===== config.mk =====
export PLATFORM = sky130hd
export DESIGN_NAME = smf_frame
export DESIGN_NICKNAME = d
export VERILOG_FILES = /design/src/core/smf_pkg.sv /design/src/core/smf_pin_sync.sv /design/src/core/smf_frame.sv
export VERILOG_INCLUDE_DIRS = /design/src /design/src/core
export SDC_FILE = /design/constraint.sdc
export NUM_CORES = 1
export LEC_CHECK = 0
export CORE_MARGIN = 2
export CORE_UTILIZATION = 58
export CTS_CLUSTER_SIZE = 20
export DETAILED_ROUTE_END_ITERATION = 6
export DONT_BUFFER_PORTS = 1
export HOLD_SLACK_MARGIN = 0.06
export PLACE_DENSITY = 0.87
export SYNTH_ARGS = -nofsm -noshare
export SYNTH_HDL_FRONTEND = slang
export SYNTH_HIERARCHICAL = 1
export SYNTH_SLANG_ARGS = --single-unit

===== constraint.sdc =====
create_clock -name ref_clk_i -period 3.6 [get_ports ref_clk_i]
set_input_delay 0.72 -clock ref_clk_i [delete_from_list [all_inputs] [get_ports ref_clk_i]]
set_output_delay 0.72 -clock ref_clk_i [all_outputs]
set_load 0.01 [all_outputs]

===== src/core/smf_map.svh =====
// smf_map.svh: named offsets, widths and counts for the serial memory framing core
// assumes: included by bare name from core design files
`ifndef SMF_MAP_SVH
`define SMF_MAP_SVH

`define SMF_OPC_BITS   5'h08
`define SMF_ADDR_BITS  5'h18
`define SMF_MODE_BITS  5'h08
`define SMF_DATA_BITS  5'h08
`define SMF_ADDR_USED  19
`define SMF_KEEP_NIB   4'hA
`define SMF_KEEP_A5    8'hA5
`define SMF_LAT_W      4
`define SMF_LAT_ONE    4'h1
`define SMF_CNT_ZERO   5'h00
`define SMF_OPCNT_MAX  2'h3

`endif


===== src/core/smf_pkg.sv =====
// smf_pkg: types shared by the serial memory framing core
// assumes: compiled before any core module
package smf_pkg;

  typedef enum logic [1:0] {
    LANES_1 = 2'b00,
    LANES_2 = 2'b01,
    LANES_4 = 2'b10
  } lanes_t;

  // what the opcode decoder outside says about the received opcode
  typedef struct packed {
    logic   ddr;
    logic   has_addr;
    logic   has_mode;
    logic   keep_a5;
    logic   is_read;
    logic   reg_read;
    logic   wait_en;
    lanes_t addr_lanes;
    lanes_t data_lanes;
  } cmd_attr_t;

  typedef enum logic [2:0] {
    ST_IDLE   = 3'b000,
    ST_OPCODE = 3'b001,
    ST_ADDR   = 3'b011,
    ST_MODE   = 3'b010,
    ST_DUMMY  = 3'b110,
    ST_DOUT   = 3'b111,
    ST_DIN    = 3'b101
  } frame_state_t;

endpackage


===== src/core/smf_pin_sync.sv =====
// smf_pin_sync: two-flop synchroniser with edge detection for slow external pins
// assumes: pins change slower than a few reference clocks
`timescale 1ns/100ps
`default_nettype none

module smf_pin_sync #(
  parameter int W = 6
) (
  // clock and reset
  input  wire logic         ref_clk_i,
  input  wire logic         resetn_i,
  // pins and their synchronised view
  input  wire logic [W-1:0] pin_i,
  output logic      [W-1:0] level_o,
  output logic      [W-1:0] rise_o,
  output logic      [W-1:0] fall_o
);

  logic [W-1:0] meta_reg;
  logic [W-1:0] sync_reg;
  logic [W-1:0] last_reg;

  always_ff @(posedge ref_clk_i or negedge resetn_i) begin
    if (!resetn_i) begin
      meta_reg <= '0;
      sync_reg <= '0;
      last_reg <= '0;
    end else begin
      meta_reg <= pin_i;
      sync_reg <= meta_reg;
      last_reg <= sync_reg;
    end
  end

  assign level_o = sync_reg;
  assign rise_o  = sync_reg & ~last_reg;
  assign fall_o  = ~sync_reg & last_reg;

endmodule // smf_pin_sync

`default_nettype wire


===== src/core/smf_frame.sv =====
// smf_frame: target-side command framing of a serial memory (opcode, address, mode, dummy, data)
// assumes: sck period of at least eight reference clocks; opcode decode supplied outside
`timescale 1ns/100ps
`default_nettype none

`include "smf_map.svh"

// Behaviour
// - while deselected ignore inputs and keep all data pins undriven
// - each selection starts at chip-select fall and carries one opcode only
// - sdr: sample on rising sck, change outputs on falling sck
// - opcode, address and data travel most significant bit first
// - take a three-byte address, keep only the low 19 bits
// - first byte after selection is the opcode; address, mode, data follow
// - keep-pattern mode byte holds execute-in-place; next selection starts at address
// - any other mode byte ends execute-in-place; next selection needs opcode
// - only opcodes with a mode phase may enter execute-in-place
// - mode byte spans one clock in quad ddr up to eight in sdr
// - reads with wait states insert configured dummy cycles; memory and register counts differ
// - each dummy cycle is one full sck period; data pins ignored
// - sck level at chip-select fall picks clock mode 0 or 3
// - with sck idling high, ignore the first edge; sample from first rise
// - ddr: opcode on rises, address and data on both edges after opcode
// - ddr reads drive first bit on falling edge closing the last dummy cycle
// - each selection outside execute-in-place starts single line; lane width follows opcode only
module smf_frame
  import smf_pkg::*;
#(
  parameter int LAT_W = `SMF_LAT_W
) (
  // clock and reset
  input  wire logic             ref_clk_i,
  input  wire logic             resetn_i,
  // serial memory pins
  input  wire logic             sck_i,
  input  wire logic             cs_n_i,
  input  wire logic [3:0]       io_i,
  output logic      [3:0]       io_o,
  output logic      [3:0]       io_oe_o,
  // opcode decoder and latency configuration
  input  wire cmd_attr_t        cmd_attr_i,
  input  wire logic [LAT_W-1:0] memory_latency_config_i,
  input  wire logic [LAT_W-1:0] register_latency_config_i,
  // memory side
  output logic      [7:0]       opcode_o,
  output logic                  opcode_valid_o,
  output logic      [18:0]      addr_o,
  output logic                  addr_valid_o,
  output logic      [7:0]       wr_data_o,
  output logic                  wr_valid_o,
  input  wire logic [7:0]       rd_data_i,
  output logic                  rd_take_o,
  // status
  output logic                  execute_in_place_state_o,
  output logic                  clock_mode3_o,
  output logic                  selected_o
);

  function automatic logic [4:0] lane_n(input lanes_t l);
    unique case (l)
      LANES_2: lane_n = 5'h02;
      LANES_4: lane_n = 5'h04;
      default: lane_n = 5'h01;
    endcase
  endfunction

  function automatic logic [23:0] shift_in(input logic [23:0] cur, input logic [3:0] d, input lanes_t l);
    unique case (l)
      LANES_2: shift_in = {cur[21:0], d[1:0]};
      LANES_4: shift_in = {cur[19:0], d[3:0]};
      default: shift_in = {cur[22:0], d[0]};
    endcase
  endfunction

  // single line answers on io[1], wider ones on io[1:0] or io[3:0]
  function automatic logic [3:0] lane_out(input logic [7:0] b, input lanes_t l);
    unique case (l)
      LANES_2: lane_out = {2'b00, b[7:6]};
      LANES_4: lane_out = b[7:4];
      default: lane_out = {2'b00, b[7], 1'b0};
    endcase
  endfunction

  function automatic logic [3:0] lane_oe(input lanes_t l);
    unique case (l)
      LANES_2: lane_oe = 4'h3;
      LANES_4: lane_oe = 4'hF;
      default: lane_oe = 4'h2;
    endcase
  endfunction

  function automatic logic [7:0] byte_shift(input logic [7:0] b, input lanes_t l);
    unique case (l)
      LANES_2: byte_shift = {b[5:0], 2'b00};
      LANES_4: byte_shift = {b[3:0], 4'h0};
      default: byte_shift = {b[6:0], 1'b0};
    endcase
  endfunction

  function automatic logic [LAT_W-1:0] pick_lat(input logic rr, input logic [LAT_W-1:0] mem_lat,
                                                input logic [LAT_W-1:0] reg_lat);
    pick_lat = rr ? reg_lat : mem_lat;
  endfunction

  function automatic frame_state_t after_mode(input cmd_attr_t a, input logic lat_zero);
    if (!a.is_read)
      after_mode = ST_DIN;
    else if (a.wait_en && !lat_zero)
      after_mode = ST_DUMMY;
    else
      after_mode = ST_DOUT;
  endfunction

  // only opcodes with a mode phase reach the keep-pattern test
  function automatic frame_state_t after_addr(input cmd_attr_t a, input logic lat_zero);
    after_addr = a.has_mode ? ST_MODE : after_mode(a, lat_zero);
  endfunction

  // pin synchroniser: bit 0 sck, bit 1 select (inverted so reset reads deselected), bits 5:2 data
  logic [5:0] pin_lvl;
  logic [5:0] pin_rise;
  logic [5:0] pin_fall;

  smf_pin_sync #(
    .W (6)
  ) u_sync (
    .ref_clk_i (ref_clk_i),
    .resetn_i  (resetn_i),
    .pin_i     ({io_i, ~cs_n_i, sck_i}),
    .level_o   (pin_lvl),
    .rise_o    (pin_rise),
    .fall_o    (pin_fall)
  );

  frame_state_t     state_reg;
  cmd_attr_t        attr_reg;
  logic [4:0]       cnt_reg;
  logic [23:0]      sh_reg;
  logic [LAT_W-1:0] lat_reg;
  logic [7:0]       out_reg;
  logic [3:0]       out_left_reg;
  logic             armed_reg;
  logic             dec_pend_reg;
  logic             xip_reg;
  logic [1:0]       op_cnt_reg;

  wire logic       sck_lvl  = pin_lvl[0];
  wire logic       sck_rise = pin_rise[0];
  wire logic       sck_fall = pin_fall[0];
  wire logic       cs_fall  = pin_rise[1];
  wire logic       selected = pin_lvl[1];
  wire logic [3:0] io_lvl   = pin_lvl[5:2];
  wire logic       live     = selected & ~cs_fall;

  wire lanes_t     cur_lanes = (state_reg == ST_OPCODE) ? LANES_1 :
                               (state_reg == ST_DIN)    ? attr_reg.data_lanes : attr_reg.addr_lanes;
  wire logic       in_phase  = (state_reg == ST_ADDR) | (state_reg == ST_MODE) | (state_reg == ST_DIN);
  // opcode bits start on rises only, so a mode-3 first fall is ignored
  // ddr falls count only after the first rise past the opcode
  wire logic       samp      = live & ((sck_rise & (in_phase | (state_reg == ST_OPCODE))) |
                                       (sck_fall & attr_reg.ddr & armed_reg & in_phase));
  // mode byte rides the address lanes and edges, one clock in quad ddr
  wire logic [4:0] cnt_next  = cnt_reg + lane_n(cur_lanes);
  wire logic [23:0] sh_next  = shift_in(sh_reg, io_lvl, cur_lanes);
  wire logic [4:0] target    = (state_reg == ST_ADDR) ? `SMF_ADDR_BITS :
                               (state_reg == ST_MODE) ? `SMF_MODE_BITS :
                               (state_reg == ST_DIN)  ? `SMF_DATA_BITS : `SMF_OPC_BITS;
  wire logic       phase_done = samp & (cnt_next == target);

  // keep pattern is a full byte or the upper nibble, per opcode
  wire logic       keep_now  = attr_reg.keep_a5 ? (sh_next[7:0] == `SMF_KEEP_A5) :
                                                  (sh_next[7:4] == `SMF_KEEP_NIB);
  wire logic [LAT_W-1:0] lat_dec = pick_lat(cmd_attr_i.reg_read, memory_latency_config_i,
                                            register_latency_config_i);
  wire logic [LAT_W-1:0] lat_xip = pick_lat(attr_reg.reg_read, memory_latency_config_i,
                                            register_latency_config_i);
  wire frame_state_t first_ph = cmd_attr_i.has_addr ? ST_ADDR : after_addr(cmd_attr_i, lat_dec == '0);
  wire frame_state_t addr_nxt = after_addr(attr_reg, lat_reg == '0);
  wire frame_state_t mode_nxt = after_mode(attr_reg, lat_reg == '0);

  // one dummy cycle per full sck period
  wire logic       dum_edge  = live & (state_reg == ST_DUMMY) & (attr_reg.ddr ? sck_fall : sck_rise);
  wire logic       dum_last  = dum_edge & (lat_reg == `SMF_LAT_ONE);
  // ddr first bit on the fall closing the last dummy cycle
  wire logic       drive_now = live & (((state_reg == ST_DOUT) &
                                        (sck_fall | (attr_reg.ddr & sck_rise & (|io_oe_o)))) |
                                       (dum_last & attr_reg.ddr));
  wire logic       load_now  = drive_now & (out_left_reg == 4'h0);
  wire logic [7:0] out_byte  = load_now ? rd_data_i : out_reg;
  wire logic [4:0] out_lanes = lane_n(attr_reg.data_lanes);
  wire logic [3:0] out_step  = out_lanes[3:0];

  always_ff @(posedge ref_clk_i or negedge resetn_i) begin
    if (!resetn_i) begin
      state_reg    <= ST_IDLE;
      attr_reg     <= '0;
      cnt_reg      <= `SMF_CNT_ZERO;
      sh_reg       <= '0;
      lat_reg      <= '0;
      armed_reg    <= 1'b0;
      dec_pend_reg <= 1'b0;
      xip_reg      <= 1'b0;
    end else if (!selected) begin
      // deselected: drop the frame, keep only the resume state
      state_reg    <= ST_IDLE;
      dec_pend_reg <= 1'b0;
    end else if (cs_fall) begin
      cnt_reg      <= `SMF_CNT_ZERO;
      armed_reg    <= 1'b0;
      lat_reg      <= lat_xip;
      state_reg    <= xip_reg ? ST_ADDR : ST_OPCODE;
    end else if (dec_pend_reg) begin
      dec_pend_reg <= 1'b0;
      attr_reg     <= cmd_attr_i;
      lat_reg      <= lat_dec;
      state_reg    <= first_ph;
    end else begin
      if (samp) begin
        sh_reg    <= sh_next;
        cnt_reg   <= phase_done ? `SMF_CNT_ZERO : cnt_next;
        armed_reg <= (state_reg != ST_OPCODE);
      end
      if (phase_done) begin
        unique case (state_reg)
          // first byte is the opcode; decode follows one cycle later
          ST_OPCODE: begin
            state_reg    <= ST_ADDR;
            dec_pend_reg <= 1'b1;
          end
          ST_ADDR: state_reg <= addr_nxt;
          ST_MODE: begin
            // anything but the keep pattern leaves execute-in-place
            xip_reg      <= keep_now;
            state_reg    <= mode_nxt;
          end
          default: state_reg <= state_reg;
        endcase
      end
      if (dum_edge) begin
        // count down the configured wait cycles
        lat_reg <= lat_reg - `SMF_LAT_ONE;
        if (dum_last)
          state_reg <= ST_DOUT;
      end
    end
  end

  // data path and outputs
  always_ff @(posedge ref_clk_i or negedge resetn_i) begin
    if (!resetn_i) begin
      io_o           <= 4'h0;
      io_oe_o        <= 4'h0;
      out_reg        <= 8'h00;
      out_left_reg   <= 4'h0;
      opcode_o       <= 8'h00;
      opcode_valid_o <= 1'b0;
      addr_o         <= '0;
      addr_valid_o   <= 1'b0;
      wr_data_o      <= 8'h00;
      wr_valid_o     <= 1'b0;
      rd_take_o      <= 1'b0;
      selected_o     <= 1'b0;
      clock_mode3_o  <= 1'b0;
      execute_in_place_state_o <= 1'b0;
    end else begin
      selected_o     <= selected;
      execute_in_place_state_o <= xip_reg;
      opcode_valid_o <= phase_done & (state_reg == ST_OPCODE);
      addr_valid_o   <= phase_done & (state_reg == ST_ADDR);
      wr_valid_o     <= phase_done & (state_reg == ST_DIN);
      rd_take_o      <= load_now;
      // sck level at selection picks clock mode 3
      if (cs_fall)
        clock_mode3_o <= sck_lvl;
      if (phase_done & (state_reg == ST_OPCODE))
        opcode_o <= sh_next[7:0];
      // only the low address bits reach the array
      if (phase_done & (state_reg == ST_ADDR))
        addr_o <= sh_next[`SMF_ADDR_USED-1:0];
      if (phase_done & (state_reg == ST_DIN))
        wr_data_o <= sh_next[7:0];
      if (!selected | cs_fall) begin
        io_oe_o      <= 4'h0;
        out_left_reg <= 4'h0;
      end else if (drive_now) begin
        // output bits change on the drive edge only
        io_o         <= lane_out(out_byte, attr_reg.data_lanes);
        io_oe_o      <= lane_oe(attr_reg.data_lanes);
        out_reg      <= byte_shift(out_byte, attr_reg.data_lanes);
        out_left_reg <= (load_now ? 4'h8 : out_left_reg) - out_step;
      end
    end
  end

  // one opcode per selection, counted for checking
  always_ff @(posedge ref_clk_i or negedge resetn_i) begin
    if (!resetn_i)
      op_cnt_reg <= 2'h0;
    else if (cs_fall)
      op_cnt_reg <= 2'h0;
    else if (opcode_valid_o && op_cnt_reg != `SMF_OPCNT_MAX)
      op_cnt_reg <= op_cnt_reg + 2'h1;
  end
endmodule // smf_frame

`default_nettype wire


# Yosys cells after proc, flatten, opt, wreduce, memory -nomap -nowiden
# Index checks and enable logic that the tools add are counted.
[op_classes]
n_reduce_logical = 18
n_mux = 49
add_sub_neg = 3
eq_ne = 17
n_bitwise = 34
[op_table]
columns = ["op", "n"]
rows = [
  ["4-bit two-way mux", 10],
  ["19-bit one-hot mux with 2 select lines", 1],
  ["3-bit two-way mux", 10],
  ["5-bit two-way mux", 5],
  ["1-bit bitwise AND", 20],
  ["4-bit one-hot mux with 2 select lines", 2],
  ["8-bit one-hot mux with 2 select lines", 1],
  ["4-bit zero test", 3],
  ["1-bit two-way mux", 12],
  ["3-bit one-hot mux with 2 select lines", 2],
  ["3-bit == test, second input constant", 3],
  ["3-bit one-hot mux with 3 select lines", 1],
  ["8-bit == test, second input constant", 1],
  ["2-bit two-way mux", 4],
  ["8-bit two-way mux", 1],
  ["1-bit bitwise OR", 7],
  ["3-bit by 2-bit == test with 1-bit output, second input constant", 2],
  ["3-bit AND reduction", 2],
  ["5-bit adder", 1],
  ["5-bit == test", 1],
  ["1-bit inverter", 5],
  ["5-bit AND reduction", 1],
  ["2-bit by 1-bit == test with 1-bit output, second input constant", 2],
  ["2-bit == test, second input constant", 2],
  ["16 further kinds", 22],
]
[totals]
register_bits = 119
out_inout_bits = 50
word_cells = 153

# Longest topological paths before layout
[logic_depth]
word_depth = 15
depth_mapped = 14
depth_no_buf = 12

# Modules after synthesis
# The synthesis kept the hierarchy.
[by_module_without_submodules]
columns = ["mod", "instances", "area_per_inst_um2", "seq_area_each_um2", "cells_per_inst"]
rows = [
  ["smf_frame", 1, 5380.2, 2577.5, 507],
  ["smf_pin_sync", 1, 555.5, 450.4, 30],
]

# Least setup slack after synthesis
# Ideal clock, no wire load.
[synth_timing]
path_kind = "reg-to-reg"
startpoint = "register state_reg[1]"
endpoint = "register opcode_o[4]"
synth_period_minus_slack_ns = 3.668
setup_ns = 0.125
t_required_ns = 3.475
path_slack_ns = -0.068
path_buffers = 2
stages_incl_launch_ff = 14
arrival_ns = 3.543
path_cell_list = "dfrtp_1 > clkbuf_2 > nor2b_1 > o21ai_1 > ha_1 > ha_1 > inv_1 > fa_1 > xnor2_1 > or4_4 > or4b_1 > buf_6 > inv_4 > mux2_2"
[synth_between]
elab_chain_len = 9
word_cells_on_any_way = 22
[synth_lines]
columns = ["item", "line_no", "source"]
rows = [
  ["start, declared", "smf_frame.sv:135", "frame_state_t state_reg;"],
  ["start signal, assigned", "smf_frame.sv:211", "state_reg <= xip_reg ? ST_ADDR : ST_OPCODE;"],
  ["start signal, assigned", "smf_frame.sv:216", "state_reg <= first_ph;"],
  ["start signal, assigned", "smf_frame.sv:230", "ST_ADDR: state_reg <= addr_nxt;"],
  ["3-bit == test (tied with other cells)", "smf_frame.sv:156, smf_frame.sv:157", ""],
  ["2-bit two-way mux / 1-bit bitwise OR (equally long branches)", "smf_frame.sv:156, smf_frame.sv:157", ""],
  ["2-bit two-way mux / 1-bit bitwise OR (equally long branches)", "smf_frame.sv:155, smf_frame.sv:157", ""],
  ["2-bit == test (tied with other cells)", "smf_frame.sv:60, smf_frame.sv:68", ""],
  ["3-bit one-hot mux with 2 select lines / 1-bit bitwise AND (equally long branches)", "smf_frame.sv:60, smf_frame.sv:160", ""],
  ["5-bit adder / 1-bit bitwise OR (equally long branches)", "smf_frame.sv:163, smf_frame.sv:160", ""],
  ["5-bit == test / 1-bit bitwise AND (equally long branches)", "smf_frame.sv:168, smf_frame.sv:160", ""],
  ["1-bit bitwise AND", "smf_frame.sv:168", "wire logic phase_done = samp & (cnt_next == target);"],
  ["1-bit bitwise AND", "smf_frame.sv:275", "if (phase_done & (state_reg == ST_OPCODE))"],
  ["end signal, assigned", "smf_frame.sv:276", "opcode_o <= sh_next[7:0];"],
  ["end, declared", "smf_frame.sv:45", "output logic [7:0] opcode_o,"],
]
# Parallel ways exist; a longest one is shown, timed or not.
# A chain may end at the register's enable or synchronous reset.

# Worst setup path in the final report
# Same ends and word-level chain as after synthesis.

==> flow_summary_export.csv <==
group,metric,value,unit
route,top_layer,"met4",
clocking,cts_inserted_buffers,17,
power,power,0.003441,W
place,gp_congestion,0.9347,
power,power_frac_seq,0.411,
power,clkPwrFrac,0.495,
floorplan,die_h,103.6,µm
floorplan,die_x,103.6,µm
power,ir_drop,0.2881,mV
timing,period_needed,3.594,ns
grt,grt_pass1_vias,4327,
grt,grt_pass1_wl,21560,µm
floorplan,dieArea,10740,µm²
floorplan,start_util,0.5944,
clocking,cts_buffer_depth,2,
timing,hold_slack,0.1134,ns
worst_setup_path,worst_ep_required_time,4.01,ns
power,leakage,3.133,nW
clocking,ctsRootBufferMaster,"clkbuf_8",
place,pre_cts_ws,-0.04946,ns
final_layout,layout.nets,598,
grt,grt_antenna_before_repair,0,
worst_setup_path,startpoint_type,"register",
floorplan,core.rowCount,36,
grt,grt_usage,0.2516,
timing,fmaxAchievable,278.3,MHz
power,internal_power,0.002624,W
route,vias_per_cell,6.110,
worst_setup_path,reg2reg_depth,12,
worst_setup_path,cp-end-kind,"register",
min_path,worstHoldPathType,"in2async",
logic_synthesis,synth_area,5757,µm²
grt,grt_overflow_total,0,
timing,final-setup-viol-count,0,
timing,fin_ws,0.006357,ns
logic_synthesis,netlist_instances,524,
worst_setup_path,r2r_end,"opcode_o[4]",
worst_setup_path,path_class,"reg2reg",
route,dr_wl_met2,6591,µm
worst_setup_path,crit_arrival,4.00,ns
timing,hold_viol_final,0,
final_layout,layout_commonest_cell,"dfrtp_1",
power,powerDensity,509.5,nW/µm²
status,status,"completed",
power,switching_power,0.0008165,W
timing,finalClockSkew,0.007257,ns
grt,grt_max_degree,118,
final_layout,syn_to_final_growth,17.32,%
route,firstDrtPassIters,6,
worst_setup_path,reg2reg_from,"state_reg[1]",
flow_run,max-cap-violations,0,
route,wire_per_inst,19.12,µm
final_layout,final_cell_mix,"dfrtp_1 (117), mux2_2 (57), nand2_1 (50)",
timing,drv_slew,0,
route,detail-route-antenna-nets,0,
logic_synthesis,synthesis.nets,573,
route,route.met3.wl,727,µm
timing,slew_headroom,0.5242,
route,drt-met1-wl,5696,µm
timing,worst_pin_slew,0.7098,ns
clocking,htree_levels,4,
clocking,cts_sinks,117,
worst_setup_path,reg2reg_slack,0.006,ns
worst_setup_path,slowest_stage,"or4_4",
route,vias,4240,
route,drt_iter0_markers,255,
logic_synthesis,yosys_warnings,6,
clocking,clk_latency,0.53,ns
worst_setup_path,critPathMaxStageDelay,0.54,ns
timing,finalCritPeriodShare,0.9982,
place,dpl.hpwl,8660,µm
floorplan,coreArea,9684,µm²
route,routed_wl,13270,µm
clocking,cts.clk_slew.worst_paths,0.06,ns
power,pwr-share-comb,0.094,
power,switching_share,0.2373,
floorplan,ios,85,
route,route.detailed.drc,0,
final_layout,num_antenna_cells,0,
worst_setup_path,crit_chain,"and4b_1, a21oi_2, ha_1, ha_2, inv_2, fa_2, xnor2_2, or4_4, or4b_4, buf_8, inv_8, mux2_4",
timing,grt_setup_unrepaired,"true",
final_layout,largest_reg_flops,19,
place,portBuffers,0,
worst_setup_path,path_max_fanout,5,
clocking,cts_tree,"built",
final_layout,drive_gt1_frac,0.2638,
logic_synthesis,synth.avg_cell_area,10.99,µm²
==> worst max path at each step <==
| stage | from | endpoint | cells after the start |
|---|---|---|---|
| after floorplan | state_reg[1] | opcode_o[4] | 13 |
| after global placement | state_reg[1] | opcode_o[6] | 12 |
| after detailed placement | state_reg[1] | opcode_o[6] | 12 |
| after CTS | state_reg[1] | opcode_o[4] | 12 |
| after global routing | state_reg[1] | opcode_o[4] | 12 |
| final | state_reg[1] | opcode_o[4] | 12 |
==> stage by stage <==
| stage | instances | cell area (µm²) | util | setup TNS [ns] |
|---|---|---|---|---|
| 5_1_grt | 694 | 6754 | 0.6974 | -0.2767 |
| 3_5_place_dp | 651 | 5969 | 0.6164 | -0.1450 |
| 3_3_place_gp | 651 | 5969 | 0.6164 | 0 |
| 6_report | 694 | 6754 | 0.6974 | 0 |
| 2_1_floorplan | 524 | 5759 | - | 0 |
| 4_1_cts | 691 | 6665 | 0.6882 | 0 |
==> worst max-delay path: cells and delay by family (launching register included) <==
| family | cells | cell delay (ns) |
|---|---|---|
| compound gates | 1 | 0.06 |
| xor+xnor | 1 | 0.17 |
| fa+ha+maj | 3 | 0.91 |
| buf+inv | 3 | 0.26 |
| flops | 1 | 0.41 |
| mux | 1 | 0.29 |
| simple gates | 3 | 1.37 |
==> per-layer routing <==
| metal | vias up | global-route usage |
|---|---|---|
| met4 | 0 | 0.1023 |
| met2 | 150 | 0.4130 |
| met1 | 2123 | 0.3155 |
| met5 | - | 0 |
| li1 | 1936 | - |
| met3 | 31 | 0.07174 |
==> power by group through the flow <==
stage / registers [W] / logic (W) / clock network [W]
floorplan: 0.00142 / 0.000208 / 0
global placement: 0.00143 / 0.000260 / 0
detailed placement: 0.00143 / 0.000274 / 0
CTS: 0.00141 / 0.000310 / 0.00173
global route: 0.00142 / 0.000362 / 0.00179
finish: 0.00141 / 0.000325 / 0.00170
==> repair_timing <==
item,4_1_cts,5_1_grt
endpoints found under the hold margin,117,0
endpoints found under the setup margin,3,32
gates resized for setup,5,16
hold buffers,1,0
buffers inserted,7,3
pin swaps,4,5
gates cloned,1,0
==> layout make-up <==
type                            count  area [µm²]
Clock inverter                     10       155.1
Tap cell                          133       166.4
Clock buffer                       21       439.2
Sequential cell                   117        2928
Inverter                           22       90.09
Multi-Input combinational cell    358        2699
Timing Repair Buffer               33       276.5
Fill cell                         687        2930
No activity file was read; power rests on OpenSTA's default activity.
